<file path="config.mk">
export PLATFORM = sky130hd
export DESIGN_NAME = tdc_dma_ctrl
export DESIGN_NICKNAME = d
export VERILOG_FILES = /design/src/include/tdc_pkg.sv /design/src/core/tdc_dma_ctrl.sv /design/src/core/tdc_channel.sv
export VERILOG_INCLUDE_DIRS = /design/src /design/src/include
export SDC_FILE = /design/constraint.sdc
export NUM_CORES = 1
export LEC_CHECK = 0
export BUFFER_PORTS_ARGS = -buffer_cell sky130_fd_sc_hd__buf_2
export CAP_MARGIN = 20
export CORE_MARGIN = 5
export CORE_UTILIZATION = 40
export DETAILED_ROUTE_END_ITERATION = 16
export PLACE_DENSITY_LB_ADDON = 0.2
export SLEW_MARGIN = 20
export SYNTH_ARGS = -nofsm -noshare
export SYNTH_HDL_FRONTEND = slang
export SYNTH_HIERARCHICAL = 1
export SYNTH_SLANG_ARGS = --single-unit
</file>
<file path="constraint.sdc">
create_clock -name clk -period 3.3 [get_ports clk]
set_input_delay 0.66 -clock clk [delete_from_list [all_inputs] [get_ports clk]]
set_output_delay 0.66 -clock clk [all_outputs]
set_load 0.01 [all_outputs]
</file>
<file path="src/include/tdc_map.svh">
`ifndef TDC_MAP_SVH
`define TDC_MAP_SVH

// Register index within a channel window.
`define TDC_R_SRCL 3'h0
`define TDC_R_SRCH 3'h1
`define TDC_R_DSTL 3'h2
`define TDC_R_DSTH 3'h3
`define TDC_R_CNT  3'h4
`define TDC_R_CON  3'h5

// Unit control register address.
`define TDC_R_UCTL 5'h10

// Channel control field positions.
`define TDC_B_WORD  0
`define TDC_B_ARMED 1
`define TDC_B_CHG   2
`define TDC_B_PRIO  4
`define TDC_B_SYNLO 5
`define TDC_B_SYNHI 6
`define TDC_B_IRQEN 8
`define TDC_B_TOC   9
`define TDC_B_SINC  10
`define TDC_B_SDEC  11
`define TDC_B_SOURCE_SPACE_SELECT  12
`define TDC_B_DINC  13
`define TDC_B_DDEC  14
`define TDC_B_DEST_SPACE_SELECT  15

// Writable control bits and reset value.
`define TDC_CON_MASK 16'hff73
`define TDC_CON_RST  16'h0000

// Unit control field positions.
`define TDC_U_SUSP 0
`define TDC_U_NMI  1
`define TDC_U_BUSY 2

// Idle states after a destination-synchronized deposit.
`define TDC_IDLE_CYC 2'h2

`endif

</file>
<file path="src/include/tdc_pkg.sv">
package tdc_pkg;

    typedef enum logic [3:0] {
        ST_IDLE    = 4'b0001,
        ST_FETCH   = 4'b0010,
        ST_DEPOSIT = 4'b0100,
        ST_RELEASE = 4'b1000
    } tdc_state_e;

    typedef enum logic [1:0] {
        SYN_NONE = 2'b00,
        SYN_SRC  = 2'b01,
        SYN_DST  = 2'b10
    } tdc_syn_e;

    typedef logic [19:0] tdc_addr_t;

endpackage

</file>
<file path="src/core/tdc_dma_ctrl.sv">
// Behaviour
// [RL1] Terminated channel gets no grants until rearmed.
// [RL2] Suspended channel resumes without rearming.
// [RL3] Terminate on count disarms at zero count.
// [RL4] Unsynchronized channels always terminate at zero count.
// [RL5] Disarm lets current transfer finish, no more.
// [RL6] NMI service blocks DMA; return or software reenables.
// [RL7] Software can suspend DMA without disarming.
// [RL8] Channel raises interrupt at zero count if enabled.
// [RL9] Pending request signalled to bus interface unit.
// [RL10] Non-CPU master status high during DMA cycles.
// [RL11] No chip select for I/O above 64K.
// [RL12] Fixed priority: high channel wins and holds.
// [RL13] After high release, low runs one transfer.
// [RL14] High request preempts low at transfer boundary.
// [RL15] Equal priority rotates, channel 1 first.
// [RL16] Bus release gives channel 1 priority again.
// [RL17] Each pointer is two 16-bit halves.
// [RL18] High pointer bits always drive the address bus.
// [RL19] Software clears high bits for 64K I/O.
// [RL20] Source pointer drives address during fetch.
// [RL21] Destination pointer drives address during deposit.
// [RL22] Equal increment and decrement keep pointer constant.
// [RL23] Space select bit per pointer: memory or I/O.
// [RL24] Software writes zero to reserved pointer bits.
// [RL25] Word steps by two, byte by one.
// [RL26] Transfer count drops by one per transfer.
// [RL27] Armed bit changes only with change enable.
// [RL28] Count interrupt needs terminate on count set.
// [RL29] No arbitration inside a fetch/deposit pair.
`timescale 1ns/1ps
`default_nettype none
`include "tdc_map.svh"

module tdc_dma_ctrl
    import tdc_pkg::*;
#(
    parameter int NUM_CH = 2,
    parameter int CNT_W  = 16
) (
    // Clock and reset.
    input  wire logic        clk,
    input  wire logic        rst,
    // Register port.
    input  wire logic        regWr,
    input  wire logic        regRd,
    input  wire logic [4:0]  regAddr,
    input  wire logic [15:0] regWrData,
    output var  logic [15:0] regRdData_r,
    // Channel requests and interrupt service.
    input  wire logic [1:0]  chanReq,
    input  wire logic        nmiEntry,
    input  wire logic        nmiExit,
    // Bus interface unit.
    input  wire logic        biuGrant,
    input  wire logic        biuCycleDone,
    output var  logic        dmaReq_r,
    output var  tdc_addr_t   busAddr_r,
    output var  logic        busMemSpace_r,
    output var  logic        busWrite_r,
    output var  logic        nonCpuMasterStatus_r,
    output var  logic        chipSelAllow_r,
    // Terminal count interrupt requests.
    output var  logic [1:0]  tcIrq
);

    if (NUM_CH != 2) begin : gBadCh
        $error("tdc_dma_ctrl serves exactly two channels");
    end
    if (CNT_W < 1 || CNT_W > 16) begin : gBadCnt
        $error("tdc_dma_ctrl count width must be 1 to 16");
    end

    // Channel state.
    tdc_addr_t        src [2];
    tdc_addr_t        dst [2];
    logic [CNT_W-1:0] cnt [2];
    logic [15:0]      ctl [2];
    logic [1:0]       elig;
    logic [1:0]       prio;
    logic [1:0]       dstSync;
    logic [1:0]       chXfer;
    logic             depDone;

    // Control state.
    tdc_state_e state_r;
    tdc_state_e state_nxt;
    logic       cur_r;
    logic       rotFav_r;
    logic       lowTurn_r;
    logic [1:0] idleCnt_r;
    logic       softSusp_r;
    logic       nmiHold_r;

    genvar g;
    for (g = 0; g < 2; g++) begin : gCh
        wire chWr = regWr && regAddr[4:3] == 2'(g);

        tdc_channel #(
            .CNT_W(CNT_W)
        ) uChan (
            .clk     (clk),
            .rst     (rst),
            .wrEn    (chWr),
            .wrSel   (regAddr[2:0]),
            .wrData  (regWrData),
            .xferDone(chXfer[g]),
            .srcPtr  (src[g]),
            .dstPtr  (dst[g]),
            .count   (cnt[g]),
            .ctl     (ctl[g]),
            .tcIrq   (tcIrq[g])
        );

        // Only an armed channel is eligible; suspension never touches armed.
        assign elig[g]    = ctl[g][`TDC_B_ARMED] && chanReq[g]; // [RL1] [RL2] [RL5]
        assign prio[g]    = ctl[g][`TDC_B_PRIO];
        assign dstSync[g] = ctl[g][`TDC_B_SYNHI:`TDC_B_SYNLO] == SYN_DST;
        assign chXfer[g]  = depDone && cur_r == 1'(g);
    end

    // Suspension sources.
    wire hold   = nmiHold_r || softSusp_r; // [RL6] [RL7]
    wire isIdle = state_r == ST_IDLE;
    wire canReq = isIdle && !hold && |elig; // [RL9]

    // Arbitration runs only while idle, so a pair is never split.
    wire fixed     = prio[0] ^ prio[1];
    wire hiCh      = prio[1];
    wire loCh      = !prio[1];
    wire pickFixed = (lowTurn_r && elig[loCh]) ? loCh : // [RL13]
                     (elig[hiCh] ? hiCh : loCh); // [RL12] [RL14]
    wire pickRot   = elig[rotFav_r] ? rotFav_r : !rotFav_r; // [RL15]
    wire pick      = fixed ? pickFixed : pickRot;

    // Bus phase events.
    wire take      = canReq && dmaReq_r && biuGrant; // [RL9] [RL29]
    wire fetchDone = state_r == ST_FETCH && biuCycleDone;
    assign depDone = state_r == ST_DEPOSIT && biuCycleDone;
    wire relEnd    = state_r == ST_RELEASE && idleCnt_r == `TDC_IDLE_CYC - 2'h1;
    wire idleFree  = isIdle && elig == 2'b00;

    always_comb begin
        state_nxt = state_r;
        unique case (state_r)
            ST_IDLE: begin
                if (take) begin
                    state_nxt = ST_FETCH;
                end
            end
            ST_FETCH: begin
                if (biuCycleDone) begin
                    state_nxt = ST_DEPOSIT; // [RL29]
                end
            end
            ST_DEPOSIT: begin
                if (biuCycleDone) begin
                    state_nxt = dstSync[cur_r] ? ST_RELEASE : ST_IDLE;
                end
            end
            ST_RELEASE: begin
                if (relEnd) begin
                    state_nxt = ST_IDLE;
                end
            end
        endcase
    end

    // Bus outputs; high pointer bits go out even for I/O cycles.
    wire tdc_addr_t addrNxt = take ? src[pick] : // [RL18] [RL20]
                              fetchDone ? dst[cur_r] : busAddr_r; // [RL21]
    wire memNxt    = take ? ctl[pick][`TDC_B_SOURCE_SPACE_SELECT] : // [RL23]
                     fetchDone ? ctl[cur_r][`TDC_B_DEST_SPACE_SELECT] : busMemSpace_r; // [RL23]
    wire writeNxt  = take ? 1'b0 : fetchDone ? 1'b1 : busWrite_r;
    wire masterNxt = take ? 1'b1 : depDone ? 1'b0 : nonCpuMasterStatus_r; // [RL10]
    wire csNxt     = masterNxt && (memNxt || addrNxt[19:16] == 4'h0); // [RL11]
    wire reqNxt    = canReq && !take; // [RL9]

    // Priority bookkeeping.
    wire rotNxt  = (relEnd || idleFree) ? 1'b1 : // [RL16]
                   depDone ? !cur_r : rotFav_r; // [RL15]
    wire turnNxt = take ? 1'b0 :
                   (relEnd && fixed && cur_r == hiCh) ? 1'b1 : lowTurn_r; // [RL13]
    wire [1:0] idleNxt = state_r == ST_RELEASE ? idleCnt_r + 2'h1 : 2'h0;

    // Unit control: an NMI entry wins over a release in the same cycle.
    wire uWr     = regWr && regAddr == `TDC_R_UCTL;
    wire nmiRel  = nmiExit || (uWr && regWrData[`TDC_U_NMI]);
    wire nmiNxt  = nmiEntry ? 1'b1 : nmiRel ? 1'b0 : nmiHold_r; // [RL6]
    wire suspNxt = uWr ? regWrData[`TDC_U_SUSP] : softSusp_r; // [RL7]

    // Read decode; unmapped addresses read as zero.
    wire rdCh = regAddr[3];
    wire [15:0] uctlRd = {11'h0, ctl[1][`TDC_B_ARMED], ctl[0][`TDC_B_ARMED],
                          !isIdle, nmiHold_r, softSusp_r};
    wire [15:0] chRd =
        regAddr[2:0] == `TDC_R_SRCL ? src[rdCh][15:0] :
        regAddr[2:0] == `TDC_R_SRCH ? {12'h0, src[rdCh][19:16]} :
        regAddr[2:0] == `TDC_R_DSTL ? dst[rdCh][15:0] :
        regAddr[2:0] == `TDC_R_DSTH ? {12'h0, dst[rdCh][19:16]} :
        regAddr[2:0] == `TDC_R_CNT  ? 16'(cnt[rdCh]) :
        regAddr[2:0] == `TDC_R_CON  ? ctl[rdCh] : 16'h0;
    wire [15:0] rdMux = regAddr == `TDC_R_UCTL ? uctlRd :
                        !regAddr[4] ? chRd : 16'h0;
    wire [15:0] rdNxt = regRd ? rdMux : regRdData_r;

    always_ff @(posedge clk or posedge rst) begin
        if (rst) begin
            state_r   <= ST_IDLE;
            cur_r     <= 1'b0;
            rotFav_r  <= 1'b1;
            lowTurn_r <= 1'b0;
            idleCnt_r <= 2'h0;
        end else begin
            state_r   <= state_nxt;
            cur_r     <= take ? pick : cur_r;
            rotFav_r  <= rotNxt;
            lowTurn_r <= turnNxt;
            idleCnt_r <= idleNxt;
        end
    end

    always_ff @(posedge clk or posedge rst) begin
        if (rst) begin
            dmaReq_r             <= 1'b0;
            busAddr_r            <= '0;
            busMemSpace_r        <= 1'b0;
            busWrite_r           <= 1'b0;
            nonCpuMasterStatus_r <= 1'b0;
            chipSelAllow_r       <= 1'b0;
        end else begin
            dmaReq_r             <= reqNxt;
            busAddr_r            <= addrNxt;
            busMemSpace_r        <= memNxt;
            busWrite_r           <= writeNxt;
            nonCpuMasterStatus_r <= masterNxt;
            chipSelAllow_r       <= csNxt;
        end
    end

    always_ff @(posedge clk or posedge rst) begin
        if (rst) begin
            softSusp_r  <= 1'b0;
            nmiHold_r   <= 1'b0;
            regRdData_r <= 16'h0;
        end else begin
            softSusp_r  <= suspNxt;
            nmiHold_r   <= nmiNxt;
            regRdData_r <= rdNxt;
        end
    end
endmodule
`default_nettype wire

</file>
<file path="src/core/tdc_channel.sv">
`timescale 1ns/1ps
`default_nettype none
`include "tdc_map.svh"

module tdc_channel
    import tdc_pkg::*;
#(
    parameter int CNT_W = 16
) (
    // Clock and reset.
    input  wire logic             clk,
    input  wire logic             rst,
    // Register writes.
    input  wire logic             wrEn,
    input  wire logic [2:0]       wrSel,
    input  wire logic [15:0]      wrData,
    // Completed transfer.
    input  wire logic             xferDone,
    // Channel state.
    output var  tdc_addr_t        srcPtr,
    output var  tdc_addr_t        dstPtr,
    output var  logic [CNT_W-1:0] count,
    output var  logic [15:0]      ctl,
    output var  logic             tcIrq
);

    function automatic tdc_addr_t stepPtr(tdc_addr_t p, logic inc, logic dec, tdc_addr_t s);
        if (inc == dec) begin
            return p;
        end
        return inc ? p + s : p - s;
    endfunction

    wire wSrcL = wrEn && wrSel == `TDC_R_SRCL;
    wire wSrcH = wrEn && wrSel == `TDC_R_SRCH;
    wire wDstL = wrEn && wrSel == `TDC_R_DSTL;
    wire wDstH = wrEn && wrSel == `TDC_R_DSTH;
    wire wCnt  = wrEn && wrSel == `TDC_R_CNT;
    wire wCon  = wrEn && wrSel == `TDC_R_CON;

    wire tdc_addr_t step = ctl[`TDC_B_WORD] ? 20'h2 : 20'h1; // [RL25]
    wire unsync = ctl[`TDC_B_SYNHI:`TDC_B_SYNLO] == SYN_NONE;
    wire effToc = ctl[`TDC_B_TOC] | unsync; // [RL4]
    wire endCnt = xferDone && count == CNT_W'(1);

    wire tdc_addr_t srcStep = stepPtr(srcPtr, ctl[`TDC_B_SINC], ctl[`TDC_B_SDEC], step); // [RL22]
    wire tdc_addr_t dstStep = stepPtr(dstPtr, ctl[`TDC_B_DINC], ctl[`TDC_B_DDEC], step); // [RL22]

    // Pointers live as low and high halves; a software write wins over a step.
    wire tdc_addr_t srcNxt = wSrcL ? {srcPtr[19:16], wrData} :
                             wSrcH ? {wrData[3:0], srcPtr[15:0]} :
                             xferDone ? srcStep : srcPtr; // [RL17]
    wire tdc_addr_t dstNxt = wDstL ? {dstPtr[19:16], wrData} :
                             wDstH ? {wrData[3:0], dstPtr[15:0]} :
                             xferDone ? dstStep : dstPtr; // [RL17]
    wire [CNT_W-1:0] cntNxt = wCnt ? wrData[CNT_W-1:0] :
                              xferDone ? count - CNT_W'(1) : count; // [RL26]

    // Arming needs the change bit; a software arm wins over terminal count.
    wire armNxt = (wCon && wrData[`TDC_B_CHG]) ? wrData[`TDC_B_ARMED] : // [RL27]
                  (endCnt && effToc) ? 1'b0 : ctl[`TDC_B_ARMED]; // [RL3] [RL4]
    wire [15:0] conBits = wCon ? (wrData & `TDC_CON_MASK) : ctl;
    wire [15:0] ctlNxt = {conBits[15:2], armNxt, conBits[0]};

    always_ff @(posedge clk or posedge rst) begin
        if (rst) begin
            srcPtr <= '0;
            dstPtr <= '0;
            count  <= '0;
            ctl    <= `TDC_CON_RST;
            tcIrq  <= 1'b0;
        end else begin
            srcPtr <= srcNxt;
            dstPtr <= dstNxt;
            count  <= cntNxt;
            ctl    <= ctlNxt;
            tcIrq  <= endCnt && ctl[`TDC_B_TOC] && ctl[`TDC_B_IRQEN]; // [RL8] [RL28]
        end
    end
endmodule
`default_nettype wire

</file>
==> After elaboration in Yosys (flattened, before gate mapping) <==
Index checks and enable logic that the tools add are counted.
{ "word_totals": {"inputBits": 31, "ff_bits": 192} }
{ "op_classes": {"bitwise": 11, "n_mux": 99, "order_cmp": 7, "eq_ne": 37, "reduce_logical": 85, "add_sub_neg": 11} }
{ "ops": {"columns": ["op", "n"], "rows": [
  ["$mux W20", 30],
  ["$mux W16", 25],
  ["$add A20 B2 Y20", 4],
  ["$sub A20 B2 Y20", 4],
  ["$logic_and A1 B1 Y1", 43],
  ["$mux W13", 3],
  ["$eq A16 B1 Y1 const B", 2],
  ["$mux W1", 32],
  ["$reduce_bool A2 Y1", 16],
  ["$sub A16 B1 Y16 const B", 2],
  ["$ne A3 B2 Y1 const B", 8],
  ["$reduce_and A3 Y1", 8],
  ["$mux W4", 5],
  ["$pmux W4 S4", 1],
  ["$ne A2 B1 Y1 const B", 5],
  ["$logic_not A2 Y1", 4],
  ["$lt A1 B2 Y1 const B", 4],
  ["$eq A3 B2 Y1 const B", 2],
  ["$eq A3 B3 Y1 const B", 2],
  ["$ge A2 B2 Y1 const B", 3],
  ["$logic_not A1 Y1", 6],
  ["$mux W2", 3],
  ["$ne A2 B2 Y1 const B", 3],
  ["$not A1 Y2", 3],
  ["other kinds (18)", 32]
]} }

==> Logic depth before layout (Yosys ltp) <==
{ "logic_depth": {"word_depth": 14, "ltp_mapped": 13} }

==> Hierarchy <==
Netlist, hierarchy kept.
{ "modules_own_cells": {"columns": ["module", "cells_per_inst", "seq_area_each_um2", "area_each_um2", "instances"], "rows": [
  ["tdc_channel at gCh[0].uChan", 601, 1751.7, 5233.8, 1],
  ["tdc_channel at gCh[1].uChan", 576, 1751.7, 5091.1, 1],
  ["tdc_dma_ctrl", 470, 1303.8, 4063.9, 1]
]} }

==> Least setup slack after synthesis <==
OpenSTA, ideal clock, no wires.
{ "synth_timing": {"kind": "input-to-reg", "start": "in regAddr[3]", "end": "reg gCh[1].uChan.srcPtr[2]", "setup_time_ns": 0.136, "arrival_ns": 3.335, "path_stages": 12, "t_required_ns": 3.164, "slack_ns": -0.171, "path_cell_list": "clkbuf_1 > buf_2 > buf_2 > buf_1 > and3b_1 > nor2b_1 > nand2b_1 > and3_1 > clkbuf_1 > nor2_1 > clkbuf_1 > o21ai_0"} }
{ "synth_via": {"elab_chain_len": 5, "word_cells_on_any_way": 9, "classes_between": "eq/ne: 3; mux: 1; reduce/logical: 5"} }
{ "synth_rtl": {"columns": ["element", "line_no", "source"], "rows": [
  ["start, declared", "tdc_dma_ctrl.sv:47", "input wire logic [4:0] regAddr,"],
  ["$eq A2 B1 Y1 (*)", "tdc_dma_ctrl.sv:97", "wire chWr = regWr && regAddr[4:3] == 2'(g);"],
  ["$logic_and A1 B1 Y1 (*)", "tdc_dma_ctrl.sv:97", null],
  ["net gCh[1].chWr", "tdc_dma_ctrl.sv:97", null],
  ["$logic_and A1 B1 Y1 (no line)", null, null],
  ["$ne A3 B2 Y1 (no line) (tied with other cells)", null, null],
  ["$reduce_and A3 Y1 (no line)", null, null],
  ["end signal, assigned", "tdc_channel.sv:73", "srcPtr <= srcNxt;"],
  ["end, declared", "tdc_channel.sv:20", "output var tdc_addr_t srcPtr,"]
]} }
The timed path passes the listed nets; every way through them passes the cells marked *.
A chain may end at the register's enable or synchronous reset.

==> Worst setup path after layout <==
{ "layout_timing": {"start": "reg state_r[1]", "end": "reg gCh[0].uChan.ctl[1]"} }
{ "layout_via": {"elab_chain_len": 6} }
{ "layout_rtl": {"columns": ["element", "line_no", "source"], "rows": [
  ["start, declared", "tdc_dma_ctrl.sv:86", "tdc_state_e state_r;"],
  ["start signal, assigned", "tdc_dma_ctrl.sv:215", "state_r <= state_nxt;"],
  ["$eq A4 B3 Y1", "tdc_dma_ctrl.sv:139", "assign depDone = state_r == ST_DEPOSIT && biuCycleDone;"],
  ["$logic_and A1 B1 Y1", "tdc_dma_ctrl.sv:139", null],
  ["$logic_and A1 B1 Y1", "tdc_dma_ctrl.sv:119", "assign chXfer[g] = depDone && cur_r == 1'(g);"],
  ["net chXfer[0]", "tdc_dma_ctrl.sv:82", "logic [1:0] chXfer;"],
  ["$logic_and A1 B1 Y1", "tdc_channel.sv:44", "wire endCnt = xferDone && count == CNT_W'(1);"],
  ["$logic_and A1 B1 Y1", "tdc_channel.sv:61", "(endCnt && effToc) ? 1'b0 : ctl[`TDC_B_ARMED];"],
  ["$reduce_bool A2 Y1 (no line)", null, null],
  ["end signal, assigned", "tdc_channel.sv:70", "ctl <= `TDC_CON_RST;"],
  ["end signal, assigned", "tdc_channel.sv:76", "ctl <= ctlNxt;"],
  ["end, declared", "tdc_channel.sv:23", "output var logic [15:0] ctl,"]
]} }
The timed path passes the listed nets, and every way through them passes these cells.

==> run metrics <==
status complete, no violations; Arrival @ worst endpoint 3.27 ns; Clock Tree Root clkbuf_16; Slowest cell on crit path nor4b_1; ys flop type dfrtp_1; Synth cell types 86; Worst-Skew Late Latency 0.46 ns; Slew @ Worst Pin 0.741 ns; RSZ-0062 raised after global routing false; synthesis-to-finish area growth 10.6%; Initial Utilization 40.5%; fin nets 1812; Placed Cells 2135; CTS Sinks 192; EDFF count, synth 0; setup ws final 0.340 ns; share of layout cells above drive strength 1 12.3%; area of the multi-input gates 9000 um2; sequential area share after synthesis 33.4%; Fin Setup TNS 0 ns; total area of sequential cells 4810 um2; number of buffers added on ports 73; Gate power share 53.4%; H-tree levels 4; max_cap viols 0; CP Launch Type flop; DRT iter0 DRCs 1287; sequential share of power 30.1%; Final period util 89.7%; per-cell routed wire length 23.7 um; DP Wirelength 38.2 mm; Max Slew Vio Count 0; first-pass GRT wire length 78.0 mm; Hold Crit Class primary input to asynchronous set/reset pin; Cells after Synth 1647; WS Path Type flop to flop; Crit path top cell by count nor2_1; Sw Ratio 45.7%; CTS Buf Count 17; die width 200 um; final hold vios 0; Yosys reg bits 192; dpl ws 0.242 ns; fillers 3530; drt total wl 51.5 mm; min Tclk post-route 2.96 ns; IO Count 74; Syn Std Cell Area 14400 um2; final setup fails 0; Ys Warns 6; worst-path maximum fanout 9; clock-pin slew on the worst setup and hold paths 0.09 ns; ant diodes 0; Max Clock Freq 0.338 GHz; worst relative slew slack 50.6%; Die ar. 39900 um2; vias in the first global route 12.7k; CTS tree built; crit-path cells nor2_1, nand3_1, nor2_1, nor4b_1, and4bb_1, nand2_1, nor4b_2, o21ai_1, o211ai_1, o31ai_1; post-detailed-route via-to-cell ratio 6.11; via count 13.3k; CP max stage delay 0.53 ns; DR pass1 iterations 7; Clock power frac 16.5%; Cell Count, Final, Fillers Out 2170; core footprint 35600 um2; Clock Path Buffers 2; Cell Rows 69; Switch Pwr 6.01 mW; post-route ant nets 0; overall routing resource usage 25.6%; Post-synth ARST share 100%; Die Span Y 200 um; endpoint class of the critical path flop; largest net degree at the start of global routing 68; grt total ovfl 0; average cell area after synthesis 8.74 um2; Peak VDD IR 0.522 mV; leakage power 7.12 nW; GP Congestion 0.983; Pwr Density 826 nW/um2; skew final 0.0141 ns; number of remaining DRC errors 0; Cell Int Power 7.14 mW; Worst EP required 3.61 ns; initial antenna violation count 0
state kept, by name (all words and copies together) (netlist names), 2 cells and up:
signal / flops
gCh.uChan/count: 32
busAddr_r: 20
gCh.uChan/srcPtr: 40
gCh.uChan/tcIrq: 2
idleCnt_r: 2
state_r: 4
gCh.uChan/ctl: 26
gCh.uChan/dstPtr: 40
regRdData_r: 16
through the flow:
| step | power [mW] | utilization [%] | area, um2 | hold WS (ns) |
|---|---|---|---|---|
| floorplan | 8.89 | - | 14400 | 0.408 |
| CTS | 13.1 | 44.7 | 15900 | 0.253 |
| finish | 13.1 | 44.8 | 15900 | 0.263 |
| global placement | 10.8 | 43.0 | 15300 | 0.422 |
| detailed placement | 10.8 | 43.0 | 15300 | 0.428 |
| global route | 14.1 | 44.8 | 15900 | 0.272 |
worst max-delay path: cells and delay by family (launching register included):
| kind | cells | cell delay [ns] |
|---|---|---|
| AND/OR/NAND/NOR | 7 | 2.02 |
| AO/OA/AOI/OAI | 3 | 0.32 |
| flip-flops | 1 | 0.47 |
power groups by stage:
| stage | Sequential (mW) | Combinational (mW) | Clock, mW |
|---|---|---|---|
| after global routing | 4.04 | 7.76 | 2.27 |
| final | 3.96 | 7.01 | 2.17 |
| after detailed placement | 3.97 | 6.86 | 0 |
| after floorplan | 3.67 | 5.22 | 0 |
| after CTS | 3.93 | 6.92 | 2.19 |
| after global placement | 3.96 | 6.84 | 0 |
cell usage in the layout (no fill, tap or decap), types with 8 or more instances in the layout:
cell type / n
a211oi_1: 13
a21o_1: 28
a21oi_1: 92
a221oi_1: 10
a22oi_1: 43
a31oi_1: 18
and3_1: 24
buf_2: 72
buf_4: 44
clkbuf_16: 17
dfrtp_1: 190
ha_1: 81
inv_1: 48
mux2_2: 28
mux2i_1: 121
nand2_1: 161
nand2b_1: 18
nand3_1: 31
nand4_1: 12
nor2_1: 125
nor2b_1: 20
nor3_1: 28
nor4_1: 9
o211ai_1: 31
o21a_1: 14
o21ai_0: 131
o21ai_1: 24
o21bai_1: 9
o221ai_1: 8
o22ai_1: 43
xnor2_1: 43
xor2_1: 42
path summary, 6_finish.rpt:
path                                                            to                    from  slack (ns)  depth (start not counted)
worst max-delay path               gCh[0].uChan/ctl[1]$_DFFE_PP0P_  state_r[1]$_DFFE_PP0P_        0.34                         10
min in group clk                             nmiHold_r$_DFFE_PP0P_                nmiEntry        0.40                          2
worst min register to register              idleCnt_r[0]$_DFF_PP0_  idleCnt_r[0]$_DFF_PP0_        0.43                          1
worst max register to register     gCh[0].uChan/ctl[1]$_DFFE_PP0P_  state_r[1]$_DFFE_PP0P_        0.34                         10
max in group asynchronous       gCh[1].uChan/dstPtr[2]$_DFFE_PP0P_                     rst        2.17                          3
worst min-delay path              gCh[0].uChan/ctl[12]$_DFFE_PP0P_                     rst        0.26                          2
kinds of logic after synthesis:
group	count (synthesis)	synth area share [%]
AOI/OAI and AO/OA	519	23.4
xor gates and xnor gates	85	5.17
adders and majority gates	85	7.60
buffers and inverters	145	4.24
DFF	192	33.4
muxes	150	10.8
other	2	0.0522
and+or+nand+nor	469	15.4
layout make-up:
type | instances | share of cell area, %
multi-input combinational | 1314 | 56.5
sequential | 192 | 30.2
timing repair buffer | 118 | 4.59
tap | 461 | 3.62
clock buffer | 17 | 2.67
inverter | 53 | 1.29
clock inverter | 15 | 1.10
cell usage after synthesis (9+ instances only):
master    number  area [um2]
a211oi_1      13        97.6
a21o_1        28         210
a21oi_1       92         460
a221oi_1      10        87.6
a22oi_1       44         330
a31oi_1       18         113
and3_1        25         156
buf_2         17        85.1
clkbuf_1      61         229
dfrtp_1      190        4750
ha_1          81        1010
inv_1         52         195
mux2_2        28         315
mux2i_1      121        1210
nand2_1      161         604
nand2b_1      18         113
nand3_1       31         155
nand4_1       12        75.1
nor2_1       125         469
nor2b_1       20         125
nor3_1        28         140
nor4_1        10        62.6
o211ai_1      31         233
o21a_1        14         105
o21ai_0      131         656
o21ai_1       24         120
o21bai_1       9        67.6
o22ai_1       43         269
xnor2_1       43         377
xor2_1        42         368
timing repair:
| item | CTS | global route |
|---|---|---|
| setup buffers | 0 | 3 |
| setup endpoints to repair | 0 | 3 |
| hold buffers | 0 | 0 |
| gates resized for setup | 0 | 1 |
layer usage:
metal	global-route usage, %	vias up	share of wire, %	wire length, um
met2	39.0	519	43	22400
met1	36.9	6499	46	23500
met3	3.98	83	7.3	3740
li1	-	6164	-	-
met4	9.01	0	3.7	1880
met5	0	-	0	0
No activity file was read; power rests on OpenSTA's default activity.
